## config.mk

```make
export PLATFORM = sky130hd
export DESIGN_NAME = tpu_trap_unit
export DESIGN_NICKNAME = d
export VERILOG_FILES = /design/src/core/tpu_pkg.sv /design/src/core/tpu_trap_unit.sv
export SDC_FILE = /design/constraint.sdc
export NUM_CORES = 2
export LEC_CHECK = 0
export ABC_CLOCK_PERIOD_IN_PS = 3350
export BUFFER_PORTS_ARGS = -buffer_cell sky130_fd_sc_hd__clkbuf_2
export CAP_MARGIN = 20
export CORE_MARGIN = 3
export CORE_UTILIZATION = 45
export DETAILED_ROUTE_END_ITERATION = 10
export GPL_ROUTABILITY_DRIVEN = 0
export PLACE_DENSITY = 0.75
export SLEW_MARGIN = 20
export SYNTH_ARGS = -nofsm -noshare
export SYNTH_HDL_FRONTEND = slang
export SYNTH_SLANG_ARGS = --single-unit
```

## constraint.sdc

```tcl
create_clock -name sys_clk -period 3.35 [get_ports sys_clk]
set_clock_uncertainty 0.15 [all_clocks]
set_input_delay 0.335 -clock sys_clk [delete_from_list [all_inputs] [get_ports sys_clk]]
set_output_delay 0.335 -clock sys_clk [all_outputs]
set_load 0.05 [all_outputs]
```

## src/core/tpu_pkg.sv

```systemverilog
// How it works
// [RULE1] trap entry clears single-step mode bit
// [RULE2] breakpoint and step traps unmaskable, resumable
// [RULE3] four mailbox sets, control plus seven words
// [RULE4] bus and control memory share mailbox storage
// [RULE5] data words read back last written value
// [RULE6] control word stores like a data word
// [RULE7] bus write to control word requests trap
// [RULE8] no other mailbox access requests a trap
// [RULE9] requester waits for acknowledge before re-requesting
// [RULE10] mailbox traps precise, maskable, resumable
// [RULE11] queue after bounds check, execute in order
// [RULE12] scoreboard stalls on pending register operations; one busy bit per register clears when its first queued op completes
// [RULE13] memory-operation traps are imprecise
// [RULE14] memory error sets status word bit
// [RULE15] memory trap needs enable and no mask
// [RULE16] status word cleared only by supervisor move
// [RULE17] fixed priority reset, fault, call, break, step, maskable
// [RULE18] reset overrides all, discards pending work
// [RULE19] trap entry disables step and maskable traps
// [RULE20] halted: keep first maskable request only; a memory error and a bus control-word write in that first cycle are both kept
// [RULE21] control-word request pends until trap taken
package tpu_pkg;

    localparam int MBOX_SETS      = 4;
    localparam int MBOX_WORDS     = 8;
    localparam int MBOX_ENTRIES   = MBOX_SETS * MBOX_WORDS;
    localparam int MBOX_AW        = 5;
    localparam int WORD_W         = 32;
    localparam int MASK_SRCS      = 5;
    localparam int MEM_ERR_BITS   = 2;
    localparam int MEM_SRC_IDX    = 4;
    localparam int REG_IDX_W      = 6;
    localparam int MEM_ADDR_W     = 16;

    localparam logic [2:0] CTRL_WORD_IDX = 3'h0;

    // control register selectors for the supervisor move port
    localparam logic [1:0] CSR_SEL_PSW  = 2'h0;
    localparam logic [1:0] CSR_SEL_MASK = 2'h1;
    localparam logic [1:0] CSR_SEL_MSTS = 2'h2;
    localparam logic [1:0] CSR_SEL_TREQ = 2'h3;

    localparam int PSW_STEP_BIT = 0;
    localparam int PSW_IEN_BIT  = 1;

    localparam logic [MASK_SRCS-1:0] MASK_RESET = 5'h1f;

    typedef enum logic [2:0] {
        TPU_CAUSE_RESET = 3'b000,
        TPU_CAUSE_FAULT = 3'b001,
        TPU_CAUSE_CALL  = 3'b010,
        TPU_CAUSE_BREAK = 3'b011,
        TPU_CAUSE_STEP  = 3'b100,
        TPU_CAUSE_MASK  = 3'b101
    } tpu_cause_t;

    typedef struct packed {
        logic              valid;
        logic              write;
        logic [MBOX_AW-1:0] addr;
        logic [WORD_W-1:0]  wdata;
    } tpu_mbox_req_t;

    typedef struct packed {
        logic              valid;
        logic              write;
        logic              supervisor;
        logic [1:0]        sel;
        logic [WORD_W-1:0] wdata;
    } tpu_csr_req_t;

    typedef struct packed {
        logic                  load;
        logic [REG_IDX_W-1:0]  regIdx;
        logic [MEM_ADDR_W-1:0] addr;
    } tpu_mop_t;

endpackage : tpu_pkg

```

## src/core/tpu_trap_unit.sv

```systemverilog
`timescale 1ns/1ps

module tpu_trap_unit
    import tpu_pkg::*;
#(
    parameter int MOP_DEPTH  = 4,
    parameter int MOP_PTR_W  = 2
) (
    input  wire logic                sys_clk,
    input  wire logic                sys_rst,
    // bus-side mailbox port
    input  wire tpu_mbox_req_t       vmeReq,
    output logic                     vmeAck,
    output logic [WORD_W-1:0]        vmeRdata,
    // control memory mailbox port
    input  wire tpu_mbox_req_t       smemReq,
    output logic                     smemAck,
    output logic [WORD_W-1:0]        smemRdata,
    // supervisor control register move port
    input  wire tpu_csr_req_t        csrReq,
    output logic [WORD_W-1:0]        csrRdata,
    // trap sources from the core
    input  wire logic                resetReq,
    input  wire logic                faultReq,
    input  wire logic                callReq,
    input  wire logic                breakReq,
    input  wire logic                stepReq,
    input  wire logic                halted,
    input  wire logic                pswRestore,
    input  wire logic [1:0]          pswRestoreVal,
    // trap sequencer handshake
    output logic                     trapValid,
    output tpu_cause_t               trapCause,
    output logic [2:0]               trapSource,
    output logic                     trapPrecise,
    output logic                     trapResumable,
    input  wire logic                trapAccept,
    output logic                     stepEnable,
    output logic                     intEnable,
    // memory-operation issue side
    input  wire logic                mopValid,
    input  wire logic                mopBoundsDone,
    input  wire tpu_mop_t            mopIn,
    output logic                     mopReady,
    input  wire logic [REG_IDX_W-1:0] useRegA,
    input  wire logic [REG_IDX_W-1:0] useRegB,
    output logic                     elemStall,
    // element memory side
    output logic                     memReqValid,
    output tpu_mop_t                 memReq,
    input  wire logic                memReqReady,
    input  wire logic                memRespValid,
    input  wire logic [MEM_ERR_BITS-1:0] memRespErr
);

    // ************************************************************
    // mailbox table
    // ************************************************************
    logic [WORD_W-1:0]    mbox_reg [MBOX_ENTRIES]; // RULE3
    logic                 vmeAck_reg;
    logic                 smemAck_reg;
    logic [WORD_W-1:0]    vmeRdata_reg;
    logic [WORD_W-1:0]    smemRdata_reg;

    wire vmeWr  = vmeReq.valid & vmeReq.write;
    wire smemWr = smemReq.valid & smemReq.write;
    wire vmeCtrlWr = vmeWr & (vmeReq.addr[2:0] == CTRL_WORD_IDX); // RULE7 RULE8
    wire [1:0] vmeSet = vmeReq.addr[MBOX_AW-1:3];

    genvar gi;
    generate
        for (gi = 0; gi < MBOX_ENTRIES; gi++) begin : g_mbox
            // same storage from both sides; bus wins a same-word collision
            wire hitV = vmeWr & (vmeReq.addr == MBOX_AW'(gi));
            wire hitC = smemWr & (smemReq.addr == MBOX_AW'(gi));
            always_ff @(posedge sys_clk) begin
                if (sys_rst) begin
                    mbox_reg[gi] <= '0;
                end else if (hitV) begin
                    mbox_reg[gi] <= vmeReq.wdata; // RULE4 RULE5 RULE6
                end else if (hitC) begin
                    mbox_reg[gi] <= smemReq.wdata; // RULE4 RULE5 RULE6
                end
            end
        end
    endgenerate

    // reads see the stored word; a read beside a write returns the old value
    always_ff @(posedge sys_clk) begin
        if (sys_rst) begin
            vmeAck_reg    <= 1'b0;
            smemAck_reg   <= 1'b0;
            vmeRdata_reg  <= '0;
            smemRdata_reg <= '0;
        end else begin
            vmeAck_reg    <= vmeReq.valid;
            smemAck_reg   <= smemReq.valid;
            vmeRdata_reg  <= mbox_reg[vmeReq.addr]; // RULE5
            smemRdata_reg <= mbox_reg[smemReq.addr]; // RULE5
        end
    end

    assign vmeAck    = vmeAck_reg;
    assign smemAck   = smemAck_reg;
    assign vmeRdata  = vmeRdata_reg;
    assign smemRdata = smemRdata_reg;

    // ************************************************************
    // memory-operation queue and scoreboard
    // ************************************************************
    tpu_mop_t                 mopq_reg [MOP_DEPTH];
    logic [MOP_PTR_W-1:0]     wrPtr_reg;
    logic [MOP_PTR_W-1:0]     rdPtr_reg;
    logic [MOP_PTR_W:0]       count_reg;
    logic                     sent_reg;
    logic [(1<<REG_IDX_W)-1:0] busy_reg;

    wire mopFull  = (count_reg == (MOP_PTR_W+1)'(MOP_DEPTH));
    wire mopEmpty = (count_reg == '0);
    assign mopReady = ~mopFull & ~resetReq;
    // only requests whose bounds checks are finished may enter
    wire mopPush  = mopValid & mopBoundsDone & mopReady; // RULE11
    wire mopPop   = memRespValid & ~mopEmpty & sent_reg;
    wire [MOP_PTR_W:0] countNext = count_reg + (MOP_PTR_W+1)'(mopPush)
                                 - (MOP_PTR_W+1)'(mopPop);

    always_ff @(posedge sys_clk) begin
        if (mopPush) begin
            mopq_reg[wrPtr_reg] <= mopIn;
        end
    end

    always_ff @(posedge sys_clk) begin
        if (sys_rst || resetReq) begin
            wrPtr_reg <= '0; // RULE18
            rdPtr_reg <= '0;
            count_reg <= '0;
            sent_reg  <= 1'b0;
        end else begin
            wrPtr_reg <= wrPtr_reg + MOP_PTR_W'(mopPush);
            rdPtr_reg <= rdPtr_reg + MOP_PTR_W'(mopPop); // RULE11
            count_reg <= countNext;
            sent_reg  <= mopPop ? 1'b0 : (sent_reg | (memReqValid & memReqReady));
        end
    end

    // one operation in flight, taken strictly from the head
    assign memReqValid = ~mopEmpty & ~sent_reg; // RULE11
    assign memReq      = mopq_reg[rdPtr_reg];

    generate
        for (gi = 0; gi < (1 << REG_IDX_W); gi++) begin : g_sb
            wire setB = mopPush & (mopIn.regIdx == REG_IDX_W'(gi));
            wire clrB = mopPop & (mopq_reg[rdPtr_reg].regIdx == REG_IDX_W'(gi));
            always_ff @(posedge sys_clk) begin
                if (sys_rst || resetReq) begin
                    busy_reg[gi] <= 1'b0;
                end else if (setB) begin
                    busy_reg[gi] <= 1'b1; // RULE12
                end else if (clrB) begin
                    busy_reg[gi] <= 1'b0;
                end
            end
        end
    endgenerate

    // a register may have several ops queued; the bit clears on the first,
    // so the issuer must not queue a second op on a busy register
    assign elemStall = busy_reg[useRegA] | busy_reg[useRegB]; // RULE12

    // ************************************************************
    // status, mask and request words
    // ************************************************************
    logic [MEM_ERR_BITS-1:0] memStatus_reg;
    logic [MASK_SRCS-1:0]    mask_reg;
    logic [MASK_SRCS-1:0]    treq_reg;
    logic                    step_reg;
    logic                    ien_reg;
    logic                    haltSeen_reg;
    logic [WORD_W-1:0]       csrRdata_reg;

    wire memErr   = mopPop & (|memRespErr);
    wire csrWr    = csrReq.valid & csrReq.write & csrReq.supervisor;
    wire newEvent = vmeCtrlWr | memErr;
    // while halted only the maskable requests from the first cycle with a new event are kept
    wire evAllowed = ~halted | ~haltSeen_reg; // RULE20

    wire [MASK_SRCS-1:0] evBits = {memErr, 4'(vmeCtrlWr) << vmeSet};
    wire [MASK_SRCS-1:0] liveReq = treq_reg & ~mask_reg;

    // ************************************************************
    // priority selection
    // ************************************************************
    logic [2:0] maskIdx;
    always_comb begin
        maskIdx = 3'h0;
        for (int i = MASK_SRCS - 1; i >= 0; i--) begin
            if (liveReq[i]) begin
                maskIdx = 3'(i);
            end
        end
    end

    wire maskAny = (|liveReq) & ien_reg; // RULE15 RULE10

    always_comb begin
        trapValid     = 1'b1;
        trapSource    = 3'h0;
        trapPrecise   = 1'b1;
        trapResumable = 1'b1;
        if (resetReq) begin
            trapCause     = TPU_CAUSE_RESET; // RULE17 RULE18
            trapPrecise   = 1'b0;
            trapResumable = 1'b0;
        end else if (faultReq) begin
            trapCause     = TPU_CAUSE_FAULT; // RULE17
            trapPrecise   = 1'b0;
            trapResumable = 1'b0;
        end else if (callReq) begin
            trapCause     = TPU_CAUSE_CALL; // RULE17
        end else if (breakReq) begin
            trapCause     = TPU_CAUSE_BREAK; // RULE2
        end else if (stepReq & step_reg) begin
            trapCause     = TPU_CAUSE_STEP; // RULE2
        end else if (maskAny & ~halted) begin
            trapCause     = TPU_CAUSE_MASK;
            trapSource    = maskIdx;
            // memory-operation traps complete out of instruction flow
            trapPrecise   = (maskIdx != 3'(MEM_SRC_IDX)); // RULE13 RULE10
            trapResumable = trapPrecise;
        end else begin
            trapValid     = 1'b0;
            trapCause     = TPU_CAUSE_MASK;
        end
    end

    wire takeMask  = trapAccept & trapValid & (trapCause == TPU_CAUSE_MASK);
    wire takeReset = trapAccept & trapValid & (trapCause == TPU_CAUSE_RESET);
    wire [MASK_SRCS-1:0] clrBits = takeReset ? MASK_RESET
                                 : (takeMask ? (5'h01 << maskIdx) : 5'h00);
    wire [MASK_SRCS-1:0] setBits = (evAllowed & ~takeReset) ? evBits : 5'h00;

    always_ff @(posedge sys_clk) begin
        if (sys_rst) begin
            treq_reg <= '0;
        end else begin
            // set beats a same-cycle clear of the same bit
            treq_reg <= (treq_reg & ~clrBits) | setBits; // RULE7 RULE21
        end
    end

    always_ff @(posedge sys_clk) begin
        if (sys_rst) begin
            haltSeen_reg <= 1'b0;
        end else begin
            haltSeen_reg <= halted & (haltSeen_reg | newEvent); // RULE20
        end
    end

    always_ff @(posedge sys_clk) begin
        if (sys_rst) begin
            memStatus_reg <= '0;
        end else if (memErr) begin
            memStatus_reg <= memStatus_reg | memRespErr; // RULE14
        end else if (csrWr && csrReq.sel == CSR_SEL_MSTS) begin
            memStatus_reg <= csrReq.wdata[MEM_ERR_BITS-1:0]; // RULE16
        end
    end

    always_ff @(posedge sys_clk) begin
        if (sys_rst) begin
            mask_reg <= MASK_RESET;
        end else if (csrWr && csrReq.sel == CSR_SEL_MASK) begin
            mask_reg <= csrReq.wdata[MASK_SRCS-1:0];
        end
    end

    // the handler runs with stepping and maskable traps off
    always_ff @(posedge sys_clk) begin
        if (sys_rst) begin
            step_reg <= 1'b0;
            ien_reg  <= 1'b0;
        end else if (trapAccept && trapValid) begin
            step_reg <= 1'b0; // RULE1 RULE19
            ien_reg  <= 1'b0; // RULE19
        end else if (pswRestore) begin
            step_reg <= pswRestoreVal[PSW_STEP_BIT];
            ien_reg  <= pswRestoreVal[PSW_IEN_BIT];
        end else if (csrWr && csrReq.sel == CSR_SEL_PSW) begin
            step_reg <= csrReq.wdata[PSW_STEP_BIT];
            ien_reg  <= csrReq.wdata[PSW_IEN_BIT];
        end
    end

    assign stepEnable = step_reg;
    assign intEnable  = ien_reg;

    wire [WORD_W-1:0] csrMux =
        (csrReq.sel == CSR_SEL_PSW)  ? {30'h0, ien_reg, step_reg} :
        (csrReq.sel == CSR_SEL_MASK) ? {27'h0, mask_reg} :
        (csrReq.sel == CSR_SEL_MSTS) ? {30'h0, memStatus_reg} :
                                       {27'h0, treq_reg};

    always_ff @(posedge sys_clk) begin
        if (sys_rst) begin
            csrRdata_reg <= '0;
        end else if (csrReq.valid) begin
            csrRdata_reg <= csrMux;
        end
    end

    assign csrRdata = csrRdata_reg;
endmodule : tpu_trap_unit

```

# ---- Word level (Yosys, flattened, before mapping)
# Memory sizes are Yosys's and may differ from the RTL's. A register that Yosys moved wholly into a read port is not among the register bits.
# Cells that the tools add are included.
dict set report word_totals {
  ff_bits 121
  latch_bits 0
  ramBits 1116
  rom_bits 0
  out_inout_bits 135
  n_memories 2
}
# name words width read_ports rd_clocked_by_memory_dff write_ports line
set memory_table {}
lappend memory_table {mbox_reg 32 32 2 2 32 tpu_trap_unit.sv:59} ;# logic [WORD_W-1:0] mbox_reg [MBOX_ENTRIES];
lappend memory_table {mopq_reg 4 23 1 1 1 tpu_trap_unit.sv:111} ;# tpu_mop_t mopq_reg [MOP_DEPTH];
dict set report classes {
  n_addsub 4
  mul 0
  div 0
  magnitude_cmp 2
  eq_ne 193
  shifts 2
  n_mux 465
  bitwise_logic 295
  reduce_logical 83
}
# op n
set ops {}
lappend ops {{32-bit two-way mux} 64}
lappend ops {{6-bit == test, second input constant} 64}
lappend ops {{1-bit two-way mux} 375}
lappend ops {{1-bit bitwise AND} 213}
lappend ops {{6-bit by 5-bit == test with 1-bit output, second input constant} 32}
lappend ops {{5-bit == test, second input constant} 32}
lappend ops {{2-bit nonzero test} 66}
lappend ops {{6-bit by 4-bit == test with 1-bit output, second input constant} 16}
lappend ops {{5-bit by 4-bit == test with 1-bit output, second input constant} 16}
lappend ops {{1-bit bitwise OR} 69}
lappend ops {{6-bit by 3-bit == test with 1-bit output, second input constant} 8}
lappend ops {{3-bit two-way mux} 15}
lappend ops {{5-bit by 3-bit == test with 1-bit output, second input constant} 8}
lappend ops {{5-bit two-way mux} 6}
lappend ops {{6-bit by 2-bit == test with 1-bit output, second input constant} 4}
lappend ops {{5-bit by 2-bit == test with 1-bit output, second input constant} 4}
lappend ops {{6-bit by 7-bit < comparator with 1-bit output, second input constant} 2}
lappend ops {{1-bit binary-select mux with 6-bit select} 2}
lappend ops {{6-bit by 1-bit == test with 1-bit output, second input constant} 2}
lappend ops {{6-bit logical NOT} 2}
lappend ops {{5-bit bitwise AND} 2}
lappend ops {{5-bit by 1-bit == test with 1-bit output, second input constant} 2}
lappend ops {{5-bit logical NOT} 2}
lappend ops {{5-bit inverter} 2}
lappend ops {{19 further kinds} 36}

# ---- Depth between registers and ports, before layout
dict set report depth {
  ltp_word 18
  mapped_depth 11
}

# ---- Worst setup path before layout
# No wires, ideal clock.
dict set report synth_timing {
  kind {register to register}
  start {register count_reg[1]}
  end {memory mopq_reg[1][0] (netlist bit), enable pin}
  arrival_ns 2.855
  path_slack_ns -0.092
  path_stages_with_launch 5
  period_less_slack_ns 3.442
  path_cell_list {dfxtp_1 nor2_1 a211o_1 buf_1 nor3b_1}
}
dict set report synth_between {
  elab_chain_len 6
}
# item line
set synth_rtl {}
lappend synth_rtl {{start, declared} tpu_trap_unit.sv:114} ;# logic [MOP_PTR_W:0] count_reg;
lappend synth_rtl {{start signal, assigned} tpu_trap_unit.sv:142} ;# count_reg <= countNext;
lappend synth_rtl {{3-bit == test} tpu_trap_unit.sv:118} ;# wire mopFull = (count_reg == (MOP_PTR_W+1)'(MOP_DEPTH));
lappend synth_rtl {{1-bit inverter} tpu_trap_unit.sv:120} ;# assign mopReady = ~mopFull & ~resetReq;
lappend synth_rtl {{1-bit bitwise AND} tpu_trap_unit.sv:120}
lappend synth_rtl {{1-bit bitwise AND} tpu_trap_unit.sv:122} ;# wire mopPush = mopValid & mopBoundsDone & mopReady;
lappend synth_rtl {{1-bit two-way mux} tpu_trap_unit.sv:128} ;# if (mopPush) begin
lappend synth_rtl {{1-bit two-way mux (implied by the code)} tpu_trap_unit.sv:129} ;# mopq_reg[wrPtr_reg] <= mopIn;
lappend synth_rtl {{end, declared} tpu_trap_unit.sv:111}
# Every way passes these cells.

==> results.py <==
metrics = {
    "outcome": {
        "outcome": "completed",
    },
    "floorplanning": {
        "die_x_um": 396,
        "die_area_um2": 157000,
        "die_height_um": 396,
        "ioPinCount": 303,
        "rows": 142,
        "core_area_um2": 150000,
        "initial_core_util": 0.455,
    },
    "clock_tree": {
        "numCtsBuffers": 141,
        "clkLatencyLatePin_ps": 790,
        "max-clock-path-buffers": 3,
        "ctsResizeCount": 0,
        "post-cts-setup-buffers": 0,
        "clkTransAtPathRegs_ps": 60,
        "root_buffer": "clkbuf_16",
        "cts.sinks": 1274,
        "tritoncts": "built",
        "h-tree-depth": 4,
    },
    "grt": {
        "antenna_found_initial": 16,
        "grt_overflow_total": 0,
        "grt.total_usage": 0.313,
        "grt_first_pass_wirelength_mm": 352,
        "grt_pass1_vias": 49600,
        "grt_max_degree": 78,
    },
    "job": {
        "maxCapViolCount": 0,
    },
    "synth": {
        "synth_edf_count": 1116,
        "synth_top_cell_area_share": 0.489,
        "synth_top_area_cell": "edfxtp_1",
        "syn_inst": 4413,
        "synth_flop_cell": "edfxtp_1",
        "synth.avg_cell_area_um2": 15.5,
        "syn_area_um2": 68500,
        "synth_area_leaders": "edfxtp_1, mux4_2, a22o_1",
        "ys_types": 53,
        "async_flop_share": 0,
        "ys_seq_area_frac": 0.535,
        "ys_ff_latch": 1274,
        "yosys_warnings": 0,
    },
    "timing": {
        "timing.fmax_mhz": 318,
        "tightest_slew_ps": 1210,
        "whs_ps": 98.1,
        "period_share": 0.938,
        "rsz0062_at_grt": "false",
        "finalSetupTns_ps": 0,
        "finalHoldViolCount": 0,
        "relSlewSlack": 0.193,
        "setup_viol": 0,
        "slew_viol_final": 0,
        "layout_min_cycle_time_ps": 3140,
    },
    "finish": {
        "largest_reg_flops": 1024,
        "drive_above_1_share": 0.327,
        "area_growth_pct": 14.2,
        "fin_nets": 4686,
    },
    "worst_setup_path": {
        "cp.arrival_ps": 2660,
        "r2r_start": "stepEnable$_SDFFE_PP0P_",
        "crit_type": "register to primary output",
        "cp-end-kind": "primary output",
        "setup.worst_path.start": "rdPtr_reg[0]$_SDFF_PP0_",
        "cp-start-kind": "register",
        "path_max_fanout": 18,
        "required_ps": 2860,
    },
    "placement": {
        "hpwl_mm": 147,
        "io_buffer_count": 248,
    },
    "drt": {
        "post_drt_wl_per_cell_um": 37.4,
        "dr.first_iter.drc_count": 8771,
        "via_per_inst": 7.47,
        "vias": 49700,
        "drt_pass1_iterations": 7,
        "drt-total-wl_mm": 249,
        "antenna_left": 0,
        "drcViolationCount": 0,
    },
    "pwr": {
        "total_power_mw": 39.1,
        "peakVddDrop_uv": 514,
        "leakage_nw": 26.2,
        "power_density_nw_per_um2": 500,
    },
    "hold_path": {
        "min_from": "csrReq[33]",
        "min_path_type": "primary input to register",
    },
}
layout by cell type (no fill, tap or decap), drive strengths merged, types with 13 or more instances in the layout:
master,Yosys,layout
clkinv,0,37
nand3,36,36
a22o,1024,1024
buf,226,269
nor3,52,52
or3,32,32
diode,0,14
nor2b,31,31
dfxtp,158,158
edfxtp,1116,1116
nor2,187,187
mux4,697,697
nor4,13,13
nand2,117,117
inv,10,18
conb,1,27
clkbuf,409,435
dlygate4sd3,0,60
mux2i,68,68
a21oi,76,76
o21ai,66,66
cell usage after synthesis (6+ instances only):
cell type  instances
nand2_1          117
a211o_1            6
a211oi_1           7
nand2b_1          12
nor3_1            30
or3_1             32
nor3_2            22
a22o_1          1024
buf_2            165
mux2i_1           68
nor2_1           186
buf_4             32
nor4_1            12
a22oi_1            8
edfxtp_1        1116
dfxtp_1          158
and2_1             6
buf_6             11
nand3_1           36
mux4_2           697
inv_1             10
a21oi_1           76
o21ai_1           61
buf_1             18
nor2b_1           31
clkbuf_1         409
report_power, final:
part	internal, mW	total [mW]	switching [mW]
Combinational	2.00	5.11	3.11
Sequential	18.1	18.5	0.436
Clock	8.85	15.5	6.66
layer usage:
metal	wire (um)	GRT usage	up-vias	share of wire
li1	-	-	18800	-
met1	78900	0.391	24600	0.32
met2	107000	0.455	5198	0.43
met3	43600	0.125	1112	0.17
met4	19200	0.197	4	0.077
met5	52	0.00554	-	0.00021
area by class of cell:
cell class / instances / area [um^2]
Antenna cell: 14 / 35.0
Clock buffer: 198 / 3960
Clock inverter: 56 / 574
Fill cell: 11900 / 72300
Inverter: 10 / 37.5
Multi-Input combinational cell: 2520 / 29600
Sequential cell: 1274 / 36700
Tap cell: 2016 / 2520
Timing Repair Buffer: 566 / 4810
metrics by stage:
stage               setup slack, ps  utilization  cell area (um^2)  cells
finish                          206        0.520             78200   6654
global route                   30.2        0.520             78200   6646
CTS                             115        0.520             78200   6640
detailed placement              286        0.485             73100   6326
global placement                295        0.485             73000   6324
floorplan                      70.9            -             68600   4439
cell families (layout without fill, tap and decap cells):
kind of cell | count (synthesis) | in the layout | share of synthesized area
and+or+nand+nor | 505 | 505 | 0.0355
AOI/OAI and AO/OA | 1209 | 1209 | 0.146
adders and majority gates | 5 | 5 | 0.00102
xor gates and xnor gates | 4 | 4 | 0.000511
muxes | 770 | 770 | 0.240
DFF | 1274 | 1274 | 0.535
buffers and inverters | 645 | 830 | 0.0413
other | 1 | 41 | 0.0000547
worst max-delay path: stages, from the launching register on:
cell and delay, ps:
dfxtp_1 600, buf_4 430, mux4_2 590, clkbuf_2 260
worst paths after layout:
kind | endpoint | slack (ps) | cells after the start
max | memReq[11] | 210 | 3
min | csrRdata[0]$_SDFFE_PP0P_ | 100 | 4
max reg2reg | treq_reg[4]$_SDFF_PP0_ | 580 | 6
min reg2reg | csrRdata[2]$_SDFFE_PP0P_ | 340 | 2
what timing repair did:
item                       4_1_cts  5_1_grt
setup endpoints to repair        0        0
hold buffers                    60        0
hold endpoints to repair       166        0
Note: power is estimated with default switching activity, not from simulation.
